File: src/hw/slfr_pkg.sv
// constants shared by the serial link fault reporter
package slfr_pkg;

  // --------------------------------------------------------------------
  // clock and timing
  // --------------------------------------------------------------------
  localparam int CLK_KHZ        = 25000;
  localparam int TX_PERIOD_US   = 2;
  localparam int TX_PERIOD_CYC  = (TX_PERIOD_US * CLK_KHZ) / 1000;
  localparam int CANCEL_US      = 100;
  localparam int CANCEL_CYC     = (CANCEL_US * CLK_KHZ) / 1000;
  localparam int WDT_US         = 1000;
  localparam int WDT_CYC        = (WDT_US * CLK_KHZ) / 1000;

  // --------------------------------------------------------------------
  // register byte offsets
  // --------------------------------------------------------------------
  localparam logic [7:0] CTRL_OFS   = 8'h00;
  localparam logic [7:0] PERIOD_OFS = 8'h04;
  localparam logic [7:0] TXST_OFS   = 8'h08;
  localparam logic [7:0] RXST_OFS   = 8'h0c;
  localparam logic [7:0] FAULT_OFS  = 8'h10;
  localparam logic [7:0] ALARM_OFS  = 8'h14;
  localparam logic [7:0] ISTAT_OFS  = 8'h18;
  localparam logic [7:0] IMASK_OFS  = 8'h1c;

  // --------------------------------------------------------------------
  // field positions
  // --------------------------------------------------------------------
  localparam int CTRL_EN_BIT     = 0;
  localparam int MB_RX_BAD_BIT   = 0;
  localparam int MB_SLV_ERR_BIT  = 1;
  localparam int MB_CANCEL_BIT   = 2;
  localparam int MB_PAR_LO_BIT   = 3;
  localparam int MB_PAR_HI_BIT   = 4;
  localparam int SB_GROUP_W      = 5;
  localparam int SB_BAD_BIT      = 5;
  localparam int SB_OTHER_BIT    = 6;
  localparam int SB_WDT_PAR_BIT  = 7;
  localparam int FAULT_CH_LSB    = 16;
  localparam int FAULT_SUB_BIT   = 18;
  localparam int ALARM_SLOT_LSB  = 16;
  localparam int NCH             = 2;
  localparam int NEV             = 6;

  // slave error kind vector positions
  localparam int KIND_BAD   = 0;
  localparam int KIND_OTHER = 1;
  localparam int KIND_WDTP  = 2;

  // --------------------------------------------------------------------
  // event indices, in priority order, and alarm numbers
  // --------------------------------------------------------------------
  typedef enum logic [2:0] {
    SLFR_EV_LINK, SLFR_EV_WDT, SLFR_EV_OPT,
    SLFR_EV_FBUS, SLFR_EV_MBUS, SLFR_EV_LBUS
  } slfr_ev_e;

  localparam logic [9:0] ALM_SEQ   = 10'h3b6;  // 950
  localparam logic [9:0] ALM_WDT   = 10'h3b7;  // 951
  localparam logic [9:0] ALM_OPT   = 10'h3cc;  // 972
  localparam logic [9:0] ALM_FBUS  = 10'h3ce;  // 974
  localparam logic [9:0] ALM_MBUS  = 10'h3cf;  // 975
  localparam logic [9:0] ALM_LBUS  = 10'h3d0;  // 976
  localparam logic [9:0] ALM_NONE  = 10'h000;

  localparam logic [15:0] PERIOD_RST = 16'(TX_PERIOD_CYC);

endpackage

File: src/hw/slfr_top.sv
// serial link master with fault encoding, alarms and wishbone registers
//
// Chosen here: the Wishbone interface to the registers and the address map.
`timescale 1ns/1ps

// What this block does
// RULE1: slaves send input states periodically; a silent channel is flagged cancelled.
// RULE2: master sends its output states to slaves at a fixed period.
// RULE3: this block always acts as link master; the rest are slaves.
// RULE4: any link or internal parity fault raises alarm 950, with link subcode flag for link errors.
// RULE5: report shows both fault bytes and which link channel failed.
// RULE6: bit 0 of master fault byte: master got invalid data.
// RULE7: bit 1 of master fault byte: a slave reported an error.
// RULE8: bit 2 of master fault byte: link to a slave was cancelled.
// RULE9: bit 3 or 4 of master fault byte: internal parity error.
// RULE10: slave fault byte low five bits hold faulting group plus one.
// RULE11: bit 5 of slave fault byte: slave saw invalid data.
// RULE12: bit 6 of slave fault byte: slave reported another error.
// RULE13: bit 7 of slave fault byte: slave watchdog or parity error.
// RULE14: watchdog timeout of the sequence controller raises alarm 951.
// RULE15: option board error raises alarm 972 and reports its slot.
// RULE16: bus error between main and option board raises alarm 974.
// RULE17: bus error inside the main board raises alarm 975.
// RULE18: local bus error on the main board raises alarm 976.
// RULE19: fault word is master byte high, slave byte low.
module slfr_top #(
  parameter int IN_W       = 32,
  parameter int OUT_W      = 32,
  parameter int CANCEL_LIM = slfr_pkg::CANCEL_CYC,
  parameter int WDT_LIM    = slfr_pkg::WDT_CYC
) (
  input  wire logic             clk_i,
  input  wire logic             rst_i,
  // wishbone slave
  input  wire logic             wb_cyc_i,
  input  wire logic             wb_stb_i,
  input  wire logic             wb_we_i,
  input  wire logic [7:0]       wb_adr_i,
  input  wire logic [31:0]      wb_dat_i,
  input  wire logic [3:0]       wb_sel_i,
  output logic      [31:0]      wb_dat_o,
  output logic                  wb_ack_o,
  output logic                  int_o,
  // link side, from the on-chip link transceiver
  output logic                  link_master_o,
  output logic                  tx_frame_o,
  output logic      [OUT_W-1:0] tx_state_o,
  input  wire logic [1:0]       rx_valid_i,
  input  wire logic [IN_W-1:0]  rx_state_i,
  input  wire logic [1:0]       rx_bad_i,
  input  wire logic [1:0]       slv_err_i,
  input  wire logic [4:0]       slv_group_i,
  input  wire logic [2:0]       slv_kind_i,
  input  wire logic [1:0]       par_err_i,
  // sequence controller and board events
  input  wire logic             wdt_kick_i,
  input  wire logic             opt_err_i,
  input  wire logic [7:0]       opt_slot_i,
  input  wire logic             fbus_err_i,
  input  wire logic             mbus_err_i,
  input  wire logic             lbus_err_i,
  // alarm report
  output logic                  alarm_valid_o,
  output logic      [9:0]       alarm_code_o,
  output logic                  link_fault_subcode_o,
  output logic      [15:0]      fault_word_o,
  output logic      [1:0]       fault_ch_o,
  output logic      [7:0]       opt_slot_o
);

  // ----------------------------------------------------------------------
  // helpers
  // ----------------------------------------------------------------------
  function automatic logic hit(input logic [7:0] adr,
                               input logic [7:0] ofs);
    hit = (adr[7:2] == ofs[7:2]);
  endfunction

  function automatic logic [31:0] bmask(input logic [3:0] sel);
    bmask = {{8{sel[3]}}, {8{sel[2]}}, {8{sel[1]}}, {8{sel[0]}}};
  endfunction

  // ----------------------------------------------------------------------
  // state
  // ----------------------------------------------------------------------
  logic             ack_r;
  logic [31:0]      dat_r;
  logic             en_r;
  logic [15:0]      period_r;
  logic [15:0]      per_cnt_r;
  logic [OUT_W-1:0] txst_r;
  logic [OUT_W-1:0] tx_out_r;
  logic             tx_frame_r;
  logic [IN_W-1:0]  rxst_r;
  logic [7:0]       mbyte_r;
  logic [7:0]       sbyte_r;
  logic [1:0]       fch_r;
  logic             sub_r;
  logic [9:0]       alarm_r;
  logic             alarm_v_r;
  logic [7:0]       slot_r;
  logic [5:0]       istat_r;
  logic [5:0]       imask_r;
  logic             irq_r;
  logic [31:0]      wdt_cnt_r;
  logic             wdt_hit_r;

  // ----------------------------------------------------------------------
  // bus decode
  // ----------------------------------------------------------------------
  // ack is registered, so every access costs one wait state; a strobe
  // held past ack starts a second access, which the master must avoid
  wire        req      = wb_cyc_i & wb_stb_i & ~ack_r;
  wire        wr       = req & wb_we_i;
  wire [31:0] wmask    = bmask(wb_sel_i);
  wire        wr_ctrl  = wr & hit(wb_adr_i, slfr_pkg::CTRL_OFS);
  wire        wr_per   = wr & hit(wb_adr_i, slfr_pkg::PERIOD_OFS);
  wire        wr_txst  = wr & hit(wb_adr_i, slfr_pkg::TXST_OFS);
  wire        wr_fault = wr & hit(wb_adr_i, slfr_pkg::FAULT_OFS);
  wire        wr_alarm = wr & hit(wb_adr_i, slfr_pkg::ALARM_OFS);
  wire        wr_istat = wr & hit(wb_adr_i, slfr_pkg::ISTAT_OFS);
  wire        wr_imask = wr & hit(wb_adr_i, slfr_pkg::IMASK_OFS);

  wire [31:0] ctrl_nxt  = (32'(en_r) & ~wmask) | (wb_dat_i & wmask);
  wire [31:0] per_nxt   = (32'(period_r) & ~wmask) | (wb_dat_i & wmask);
  wire [31:0] imask_nxt = (32'(imask_r) & ~wmask) | (wb_dat_i & wmask);
  wire [31:0] tx_merge  = (32'(txst_r) & ~wmask) | (wb_dat_i & wmask);
  wire [5:0]  iclr      = wr_istat ? (wb_dat_i[5:0] & wmask[5:0]) : 6'h00;

  wire [31:0] fault_rd = {13'h0000, sub_r, fch_r, mbyte_r, sbyte_r};   // RULE5 RULE19
  wire [31:0] alarm_rd = {8'h00, slot_r, 5'h00, alarm_v_r, alarm_r};

  wire [31:0] rd_data =
      hit(wb_adr_i, slfr_pkg::CTRL_OFS)   ? 32'(en_r)      :
      hit(wb_adr_i, slfr_pkg::PERIOD_OFS) ? 32'(period_r)  :
      hit(wb_adr_i, slfr_pkg::TXST_OFS)   ? 32'(txst_r)    :
      hit(wb_adr_i, slfr_pkg::RXST_OFS)   ? 32'(rxst_r)    :
      hit(wb_adr_i, slfr_pkg::FAULT_OFS)  ? fault_rd       :
      hit(wb_adr_i, slfr_pkg::ALARM_OFS)  ? alarm_rd       :
      hit(wb_adr_i, slfr_pkg::ISTAT_OFS)  ? 32'(istat_r)   :
      hit(wb_adr_i, slfr_pkg::IMASK_OFS)  ? 32'(imask_r)   :
                                            32'h0000_0000;

  always_ff @(posedge clk_i) begin
    if (rst_i) begin
      ack_r <= 1'b0;
      dat_r <= 32'h0000_0000;
    end else begin
      ack_r <= req;
      dat_r <= req ? rd_data : 32'h0000_0000;
    end
  end

  // ----------------------------------------------------------------------
  // control registers
  // ----------------------------------------------------------------------
  always_ff @(posedge clk_i) begin
    if (rst_i) begin
      en_r     <= 1'b0;
      period_r <= slfr_pkg::PERIOD_RST;
      imask_r  <= 6'h00;
    end else begin
      if (wr_ctrl)
        en_r <= ctrl_nxt[slfr_pkg::CTRL_EN_BIT];
      // a zero period would stall the frame timer, so it is held at one
      if (wr_per)
        period_r <= (per_nxt[15:0] == 16'h0000) ? 16'h0001 : per_nxt[15:0];
      if (wr_imask)
        imask_r <= imask_nxt[5:0];
    end
  end

  // ----------------------------------------------------------------------
  // periodic output transfer
  // ----------------------------------------------------------------------
  wire per_done = (per_cnt_r >= period_r - 16'h0001);

  always_ff @(posedge clk_i) begin
    if (rst_i) begin
      per_cnt_r  <= 16'h0000;
      txst_r     <= '0;
      tx_out_r   <= '0;
      tx_frame_r <= 1'b0;
    end else begin
      if (wr_txst)
        txst_r <= tx_merge[OUT_W-1:0];
      tx_frame_r <= en_r & per_done;                           // RULE2
      if (!en_r || per_done)
        per_cnt_r <= 16'h0000;
      else
        per_cnt_r <= per_cnt_r + 16'h0001;
      // states are latched once per frame so a frame never shows a torn word
      if (en_r && per_done)
        tx_out_r <= txst_r;                                    // RULE2
    end
  end

  // ----------------------------------------------------------------------
  // per-channel input watch: a channel that stops answering is cancelled
  // ----------------------------------------------------------------------
  logic [1:0] cancel_ev;

  genvar ch;
  generate
    for (ch = 0; ch < slfr_pkg::NCH; ch++) begin : g_ch
      logic [31:0] silent_r;
      logic        tripped_r;
      always_ff @(posedge clk_i) begin
        if (rst_i) begin
          silent_r  <= 32'h0000_0000;
          tripped_r <= 1'b0;
        end else if (!en_r || rx_valid_i[ch]) begin
          silent_r  <= 32'h0000_0000;
          tripped_r <= 1'b0;
        end else if (silent_r >= 32'(CANCEL_LIM - 1)) begin
          tripped_r <= 1'b1;                                   // RULE1 RULE8
        end else begin
          silent_r <= silent_r + 32'h0000_0001;
        end
      end
      assign cancel_ev[ch] = en_r & ~rx_valid_i[ch] & ~tripped_r &
                             (silent_r >= 32'(CANCEL_LIM - 1));
    end
  endgenerate

  always_ff @(posedge clk_i) begin
    if (rst_i)
      rxst_r <= '0;
    else if (en_r && |rx_valid_i)
      rxst_r <= rx_state_i;                                    // RULE1
  end

  // ----------------------------------------------------------------------
  // fault byte encoding
  // ----------------------------------------------------------------------
  wire [1:0] bad_ev  = rx_bad_i  & {2{en_r}};
  wire [1:0] slv_ev  = slv_err_i & {2{en_r}};
  wire [1:0] ch_ev   = bad_ev | slv_ev | cancel_ev;
  wire       link_ev = |ch_ev;

  wire [7:0] mb_set;
  assign mb_set[slfr_pkg::MB_RX_BAD_BIT]  = |bad_ev;           // RULE6
  assign mb_set[slfr_pkg::MB_SLV_ERR_BIT] = |slv_ev;           // RULE7
  assign mb_set[slfr_pkg::MB_CANCEL_BIT]  = |cancel_ev;        // RULE8
  assign mb_set[slfr_pkg::MB_PAR_LO_BIT]  = par_err_i[0];      // RULE9
  assign mb_set[slfr_pkg::MB_PAR_HI_BIT]  = par_err_i[1];      // RULE9
  assign mb_set[7:5] = 3'b000;

  // the group field keeps the first faulting slave until software clears
  // the word; a later slave would otherwise hide the root cause
  wire [4:0] grp_code = slv_group_i + 5'h01;                   // RULE10
  wire       grp_free = (sbyte_r[slfr_pkg::SB_GROUP_W-1:0] == 5'h00);

  wire [7:0] sb_set;
  assign sb_set[4:0] = (|slv_ev && grp_free) ? grp_code : 5'h00;
  assign sb_set[slfr_pkg::SB_BAD_BIT] =
         |slv_ev & slv_kind_i[slfr_pkg::KIND_BAD];             // RULE11
  assign sb_set[slfr_pkg::SB_OTHER_BIT] =
         |slv_ev & slv_kind_i[slfr_pkg::KIND_OTHER];           // RULE12
  assign sb_set[slfr_pkg::SB_WDT_PAR_BIT] =
         |slv_ev & slv_kind_i[slfr_pkg::KIND_WDTP];            // RULE13

  wire seq_ev = link_ev | (|par_err_i);

  // a clear write loses to a same-cycle event, but a new slave group is dropped if a group was already held
  always_ff @(posedge clk_i) begin
    if (rst_i) begin
      mbyte_r <= 8'h00;
      sbyte_r <= 8'h00;
      fch_r   <= 2'b00;
      sub_r   <= 1'b0;
    end else begin
      mbyte_r <= (wr_fault ? 8'h00 : mbyte_r) | mb_set;
      sbyte_r <= (wr_fault ? 8'h00 : sbyte_r) | sb_set;
      fch_r   <= (wr_fault ? 2'b00 : fch_r) | ch_ev;           // RULE5
      sub_r   <= (wr_fault ? 1'b0 : sub_r) | link_ev;          // RULE4
    end
  end

  // ----------------------------------------------------------------------
  // watchdog of the sequence controller
  // ----------------------------------------------------------------------
  // the watchdog sleeps while the link is disabled, so a hung controller
  // is only reported once software has turned the block on; it fires
  // once and waits for a kick or a disable before it can fire again
  wire wdt_ev = en_r & ~wdt_kick_i & ~wdt_hit_r &
                (wdt_cnt_r >= 32'(WDT_LIM - 1));

  always_ff @(posedge clk_i) begin
    if (rst_i || !en_r || wdt_kick_i) begin
      wdt_cnt_r <= 32'h0000_0000;
      wdt_hit_r <= 1'b0;
    end else if (wdt_ev) begin
      wdt_hit_r <= 1'b1;                                       // RULE14
    end else if (!wdt_hit_r) begin
      wdt_cnt_r <= wdt_cnt_r + 32'h0000_0001;
    end
  end

  // ----------------------------------------------------------------------
  // alarm selection and interrupt status
  // ----------------------------------------------------------------------
  wire [5:0] ev;
  assign ev[slfr_pkg::SLFR_EV_LINK] = seq_ev;                  // RULE4
  assign ev[slfr_pkg::SLFR_EV_WDT]  = wdt_ev;                  // RULE14
  assign ev[slfr_pkg::SLFR_EV_OPT]  = opt_err_i;               // RULE15
  assign ev[slfr_pkg::SLFR_EV_FBUS] = fbus_err_i;              // RULE16
  assign ev[slfr_pkg::SLFR_EV_MBUS] = mbus_err_i;              // RULE17
  assign ev[slfr_pkg::SLFR_EV_LBUS] = lbus_err_i;              // RULE18

  // the lowest event index wins when several arrive together
  wire [9:0] alarm_nxt =
      ev[slfr_pkg::SLFR_EV_LINK] ? slfr_pkg::ALM_SEQ  :
      ev[slfr_pkg::SLFR_EV_WDT]  ? slfr_pkg::ALM_WDT  :
      ev[slfr_pkg::SLFR_EV_OPT]  ? slfr_pkg::ALM_OPT  :
      ev[slfr_pkg::SLFR_EV_FBUS] ? slfr_pkg::ALM_FBUS :
      ev[slfr_pkg::SLFR_EV_MBUS] ? slfr_pkg::ALM_MBUS :
      ev[slfr_pkg::SLFR_EV_LBUS] ? slfr_pkg::ALM_LBUS :
                                   slfr_pkg::ALM_NONE;

  // the first alarm is kept until software clears it; later ones only
  // show in the status bits, which keeps the root cause visible
  always_ff @(posedge clk_i) begin
    if (rst_i) begin
      alarm_r   <= slfr_pkg::ALM_NONE;
      alarm_v_r <= 1'b0;
      slot_r    <= 8'h00;
    end else if ((!alarm_v_r || wr_alarm) && |ev) begin
      alarm_r   <= alarm_nxt;
      alarm_v_r <= 1'b1;
      slot_r    <= opt_err_i ? opt_slot_i : 8'h00;             // RULE15
    end else if (wr_alarm) begin
      alarm_r   <= slfr_pkg::ALM_NONE;
      alarm_v_r <= 1'b0;
      slot_r    <= 8'h00;
    end
  end

  always_ff @(posedge clk_i) begin
    if (rst_i) begin
      istat_r <= 6'h00;
      irq_r   <= 1'b0;
    end else begin
      istat_r <= (istat_r & ~iclr) | ev;
      irq_r   <= |(((istat_r & ~iclr) | ev) & imask_r);
    end
  end

  // ----------------------------------------------------------------------
  // outputs
  // ----------------------------------------------------------------------
  logic master_r;

  always_ff @(posedge clk_i) begin
    if (rst_i)
      master_r <= 1'b1;                                        // RULE3
    else
      master_r <= 1'b1;                                        // RULE3
  end

  assign wb_dat_o             = dat_r;
  assign wb_ack_o             = ack_r;
  assign int_o                = irq_r;
  assign link_master_o        = master_r;
  assign tx_frame_o           = tx_frame_r;
  assign tx_state_o           = tx_out_r;
  assign alarm_valid_o        = alarm_v_r;
  assign alarm_code_o         = alarm_r;
  assign link_fault_subcode_o = sub_r;
  assign fault_word_o         = {mbyte_r, sbyte_r};            // RULE19
  assign fault_ch_o           = fch_r;
  assign opt_slot_o           = slot_r;

endmodule

File: config.mk
export PLATFORM = sky130hd
export DESIGN_NAME = slfr_top
export DESIGN_NICKNAME = d
export VERILOG_FILES = /design/src/hw/slfr_pkg.sv /design/src/hw/slfr_top.sv
export SDC_FILE = /design/constraint.sdc
export NUM_CORES = 1
export LEC_CHECK = 0
export ABC_AREA = 1
export BUFFER_PORTS_ARGS = -buffer_cell sky130_fd_sc_hd__buf_2
export CORE_ASPECT_RATIO = 2
export CORE_MARGIN = 3
export CORE_UTILIZATION = 51
export DETAILED_ROUTE_END_ITERATION = 7
export PLACE_DENSITY = 0.82
export REMOVE_ABC_BUFFERS = 1
export SYNTH_ARGS = -nofsm -noshare
export SYNTH_HDL_FRONTEND = slang
export SYNTH_SLANG_ARGS = --single-unit
File: constraint.sdc
create_clock -name clk_i -period 2.85 [get_ports clk_i]
set_input_delay 0.285 -clock clk_i [delete_from_list [all_inputs] [get_ports clk_i]]
set_output_delay 0.285 -clock clk_i [all_outputs]
set_load 0.02 [all_outputs]
* After elaboration in Yosys (flattened, before gate mapping)
Index checks and enable logic that the tools add are counted.
Operators by class: add/sub/neg operators 6, order comparisons 4, equal/unequal tests 7, multiplexer cells 28, bitwise operators 56, reduce and logical (&&, ||, !) cells 31
Operators by type and width (count):
- $add 32x1->32 const B | 3
- $mux 10 | 8
- $and 32x32->32 | 2
- $ge 32x12->1 const B | 2
- $mux 32 | 2
- $mux 24 | 2
- $mux 8 | 5
- $ge 32x15->1 const B | 1
- $mux 16 | 2
- $not 32->32 | 1
- $or 32x32->32 | 1
- $and 1x1->1 | 24
- $and 6x6->6 | 4
- $eq 6x3->1 const B | 4
- $reduce_or 2->1 | 10
- $mux 6 | 3
- $add 16x1->16 const B | 1
- $and 16x16->16 | 1
- $ge 16x16->1 | 1
- $logic_not 16->1 | 1
- $or 16x16->16 | 1
- $sub 16x1->16 const B | 1
- $eq 6x2->1 const B | 2
- $or 6x6->6 | 2
- other kinds (22) | 48
Word-level totals: register bits after elaboration 313, bits of input ports 110, output and inout port bits 106, logic and storage cells 159

* Longest topological paths before layout
word-level depth 10, gate-level depth with buffers 20

* Worst setup path before layout
OpenSTA, ideal clock, no wires.
kind reg-to-reg, start point reg period_r[0], end point reg per_cnt_r[11], setup time 0.130 ns, arrival time 2.907 ns, slack -0.187 ns, cell stages (with the launch flop) 18, period minus slack after synthesis 3.037 ns, path through dfxtp_1 > inv_1 > ha_1 > inv_1 > nor2_1 > inv_1 > nor4_1 > nand4_1 > nor2_1 > xor2_1 > inv_1 > ha_1 > nand4_1 > nor3_1 > nand3_1 > nand4_1 > clkbuf_1 > nor3_1
Between the ends: cells in the longest elaborated chain, start to end 4
Ends and longest elaborated chain:
- from (decl) | line slfr_top.sv:89 | logic [15:0] period_r;
- from (signal assigned) | line slfr_top.sv:160 | period_r <= slfr_pkg::PERIOD_RST;
- from (signal assigned) | line slfr_top.sv:167 | period_r <= (per_nxt[15:0] == 16'h0000) ? 16'h0001 : per_nxt[15:0];
- $sub 16x1->16 | line slfr_top.sv:176 | wire per_done = (per_cnt_r >= period_r - 16'h0001);
- $ge 16x16->1 | line slfr_top.sv:176
- $logic_or 1x1->1 | line slfr_top.sv:188 | if (!en_r || per_done)
- $reduce_or 2->1 (no line)
- to (signal assigned) | line slfr_top.sv:191 | per_cnt_r <= per_cnt_r + 16'h0001;
- to (decl) | line slfr_top.sv:90 | logic [15:0] per_cnt_r;
Every way passes these cells. A chain may end at the register's enable or synchronous reset.

* Final worst setup path
start point reg period_r[0], end point reg tx_out_r[5], in the netlist tx_state_o[5]
Between the ends: cells in the longest elaborated chain, start to end 3
Ends and longest elaborated chain:
- $sub 16x1->16 | line slfr_top.sv:176
- $ge 16x16->1 | line slfr_top.sv:176
- $logic_and 1x1->1 | line slfr_top.sv:193 | if (en_r && per_done)
- to (signal assigned) | line slfr_top.sv:194 | tx_out_r <= txst_r;
- to (decl) | line slfr_top.sv:92 | logic [OUT_W-1:0] tx_out_r;
Every way passes these cells.

==> out/qor.json <==
{
  "synth": {
    "ys_types": 54,
    "postSynthRegisterBits": 308,
    "post_synth.cell_area_avg_um2": 7.40,
    "synthCells": 1835,
    "yosysTopAreaCell": "sky130_fd_sc_hd__dfxtp_1",
    "ys.warnings.count": 0,
    "synth.yosys.seq_area_share": 0.454,
    "dominantRegCellSynth": "sky130_fd_sc_hd__dfxtp_1",
    "ys_top_cells_by_area": "sky130_fd_sc_hd__dfxtp_1, sky130_fd_sc_hd__nor2_1, sky130_fd_sc_hd__nand2_1",
    "synth_area_mm2": 0.0136,
    "asyncSetResetFlopFracSynth": 0,
    "post_synth_edffs": 0,
    "proportion_of_netlist_area_held_by_the_largest_area_contributor": 0.454
  },
  "timing": {
    "timing_worst_slew_pin_value_ns": 0.991,
    "maximum_clock_skew_at_final_layout_ns": 0.0165,
    "timing.final.crit_share": 1.08,
    "final-setup-viol-count": 47,
    "hold_violations": 0,
    "grt_setup_unrepaired": "true",
    "final_critical_path_setup_slack_ns": -0.222,
    "timing.setup.tns_ns": -6.62,
    "timing.final.crit_period_ns": 3.07,
    "clock.fmax_mhz": 326,
    "slew-limit-headroom": 0.332,
    "slew_viol_final": 0
  },
  "setup_path": {
    "cp_data_arrival_time_ns": 3.52,
    "critical_path_required_ns": 3.30,
    "worstSetupStartpointType": "flop",
    "timing.reg2reg.worst_path_depth": 20,
    "worst_path_largest_cell_delay_ns": 0.34,
    "cp_common_cell": "sky130_fd_sc_hd__nand3_2",
    "worst-path-max-fanout": 8,
    "path_depth": 20,
    "worstPathCellList": "inv_4 > buf_6 > nand3_4 > nor3_4 > nand3_2 > nor2_2 > nand2_2 > nor3_4 > nand3_2 > xor2_1 > inv_1 > ha_4 > nand4_1 > nor3_2 > nand3_2 > nand3_4 > nand2_8 > clkbuf_16 > o21ai_0 > nor2_1",
    "critical-path-slowest-cell": "sky130_fd_sc_hd__dfxtp_2",
    "timing_worst_setup_path_type": "reg2reg",
    "critical-path-top-delay-family": "simple AND/OR/NAND/NOR gates",
    "worst_setup_path_end_kind": "flop",
    "worst-path-buf-inv": 4
  },
  "floorplanning": {
    "rows": 83,
    "floorplan.core_area_mm2": 0.0260,
    "die-height_um": 237,
    "die_w_um": 121,
    "initial_utilization": 0.523,
    "die_area_mm2": 0.0288,
    "floorplan.io_pins": 216
  },
  "worst_hold_path": {
    "worst_hold_path.num_cells": 3,
    "hold_path.class": "in2reg"
  },
  "drt": {
    "drt_pass1_iterations": 5,
    "totalWireLength_mm": 44.7,
    "detail_route.iter0.violations": 1087,
    "num_vias": 13688,
    "drtAntennaViolNets": 0,
    "drt-vias-per-instance": 5.58,
    "post_drt_wl_per_cell_um": 18.2,
    "drcViolationCount": 0
  },
  "clock_network": {
    "cts_max_level": 1,
    "cts-buffers-inserted": 28,
    "clk_latency_ns": 0.56,
    "cts-root-buf": "sky130_fd_sc_hd__clkbuf_16",
    "tritoncts": "built",
    "clk_pin_slew_worst_setup_hold_paths_ns": 0.07,
    "ctsLongestPathBuffers": 3,
    "cts_sinks": 308
  },
  "grt": {
    "maximum_number_of_pins_on_one_net_before_global_route_repair": 60,
    "first_global_vias": 13306,
    "globalRouteTotalUtil": 0.290,
    "grt_first_pass_wirelength_mm": 66.4,
    "antenna_found_initial": 0,
    "globalRoute.totalOverflow": 0
  },
  "flow_run": {
    "max-cap-violations": 0
  },
  "place": {
    "hpwlAfterDp_mm": 32.4,
    "port_buffers": 209,
    "placed_cell_count": 2361,
    "gp_routability_congestion": 0.985
  },
  "outcome": {
    "violated_checks": "negative setup slack",
    "status": "finished with violations"
  },
  "pwr": {
    "power.density_cell_area_mw_per_mm2": 500,
    "p_leak_nw": 6.96,
    "ir_drop_v": 0.000610
  },
  "final_layout": {
    "layout-area-overhead-vs-synth_pct": 24.8,
    "drive_gt1_frac": 0.221,
    "fin_nets": 2227,
    "filler_cell_count": 2174,
    "layout.core_utilization": 0.653,
    "final_cell_count_no_fill": 2453
  }
}
-- layer usage --
layer,vias to the layer above,part of all wire,GRT usage,routed length [um]
li1,6493,-,-,-
met1,6356,0.33,0.291,14700
met2,639,0.51,0.526,22900
met3,200,0.073,0.0497,3250
met4,0,0.087,0.209,3870
met5,-,0,0,0
-- cell type report --
class | instances | area, um^2 | area share
Antenna cell | 2 | 5.00 | 0.000295
Clock buffer | 40 | 827 | 0.0488
Clock inverter | 6 | 62.6 | 0.00369
Inverter | 259 | 987 | 0.0582
Multi-Input combinational cell | 1197 | 6510 | 0.384
Sequential cell | 308 | 6170 | 0.364
Tap cell | 340 | 425 | 0.0251
Timing Repair Buffer | 301 | 1970 | 0.116
-- per-stage QoR --
step / setup WS, ns / area (um^2) / total power [W] / hold WS, ns
after detailed placement: -0.467 / 15100 / 0.00479 / 0.417
after global placement: -0.276 / 15100 / 0.00479 / 0.415
after floorplan: -0.773 / 13200 / 0.00459 / 0.347
after CTS: -0.0988 / 16500 / 0.00851 / 0.000903
after global routing: -0.510 / 16900 / 0.00871 / 0.00221
final: -0.222 / 17000 / 0.00847 / 0.0153
-- what timing repair did --
| item | CTS | global route |
|---|---|---|
| endpoints found under the hold margin | 23 | 0 |
| cloned | 1 | 7 |
| setup buffers | 12 | 2 |
| hold buffers | 23 | 0 |
| resized for setup | 48 | 90 |
| pin swaps | 8 | 16 |
| endpoints found under the setup margin | 49 | 49 |
-- power breakdown --
group	leakage (nW)	switching (W)	total [W]	internal [W]
Sequential	2.49	0.0000177	0.00434	0.00432
Combinational	4.03	0.000250	0.000395	0.000145
Clock	0.441	0.00164	0.00374	0.00209
Total	6.96	0.00191	0.00847	0.00656
-- final timing paths --
kind / from / slack [ns] / end
worst min register to register: g_ch[0].silent_r[28] / 0.42 / g_ch[0].silent_r[28]
worst max register to register: period_r[0] / -0.22 / tx_state_o[5]
worst min-delay path: opt_slot_i[1] / 0.02 / opt_slot_o[1]
worst max-delay path: period_r[0] / -0.22 / tx_state_o[5]
-- synth_stat cells (all sizes together) (10+ instances only) --
cell and number:
a211oi 10, a21oi 148, a22oi 10, buf 27, clkbuf 46, dfxtp 308, ha 22, inv 255
nand2 263, nand3 93, nand4 27, nor2 304, nor3 39, nor4 14, o21ai 163, o22ai 10
xor2 25
-- tightest hold or removal path: cells and delay by family --
family          cells  cell delay, ns
compound gates      1            0.07
simple gates        1            0.07
buf+inv             1            0.10
-- cell families (layout without fill, tap and decap cells) --
group / after synthesis / count (layout) / synth area share
adders and majority gates: 22 / 22 / 0.0203
and+or+nand+nor: 758 / 758 / 0.251
muxes: 1 / 1 / 0.000737
buffers and inverters: 332 / 606 / 0.0979
xor gates and xnor gates: 28 / 28 / 0.0181
DFF: 308 / 308 / 0.454
other: 2 / 6 / 0.000553
AOI/OAI and AO/OA: 384 / 384 / 0.157
-- placed cells by master (no fill, tap or decap), types with 6 or more instances in the layout --
cell / Yosys / layout
sky130_fd_sc_hd__nor2_1: 289 / 264
sky130_fd_sc_hd__a221oi_1: 6 / 6
sky130_fd_sc_hd__xor2_1: 25 / 23
sky130_fd_sc_hd__buf_2: 15 / 209
sky130_fd_sc_hd__a22oi_1: 10 / 10
sky130_fd_sc_hd__nor3_2: 4 / 7
sky130_fd_sc_hd__inv_1: 243 / 237
sky130_fd_sc_hd__dfxtp_1: 308 / 305
sky130_fd_sc_hd__o21ai_1: 1 / 11
sky130_fd_sc_hd__a211oi_1: 10 / 10
sky130_fd_sc_hd__a31oi_1: 9 / 9
sky130_fd_sc_hd__nor3_1: 35 / 30
sky130_fd_sc_hd__dlygate4sd3_1: 0 / 23
sky130_fd_sc_hd__nand3_2: 11 / 14
sky130_fd_sc_hd__nor2_4: 3 / 13
sky130_fd_sc_hd__nor2_2: 11 / 26
sky130_fd_sc_hd__a21oi_2: 9 / 14
sky130_fd_sc_hd__nand3_1: 79 / 74
sky130_fd_sc_hd__clkbuf_8: 0 / 6
sky130_fd_sc_hd__o22ai_1: 10 / 10
sky130_fd_sc_hd__o21ai_2: 0 / 16
sky130_fd_sc_hd__clkbuf_16: 0 / 34
sky130_fd_sc_hd__a21oi_1: 139 / 134
sky130_fd_sc_hd__buf_4: 9 / 54
sky130_fd_sc_hd__nand4_1: 27 / 27
sky130_fd_sc_hd__o21ai_0: 162 / 134
sky130_fd_sc_hd__inv_2: 12 / 16
sky130_fd_sc_hd__nor4_1: 12 / 11
sky130_fd_sc_hd__nand2_1: 254 / 252
sky130_fd_sc_hd__ha_1: 22 / 19
No activity file was read; power rests on OpenSTA's default activity.
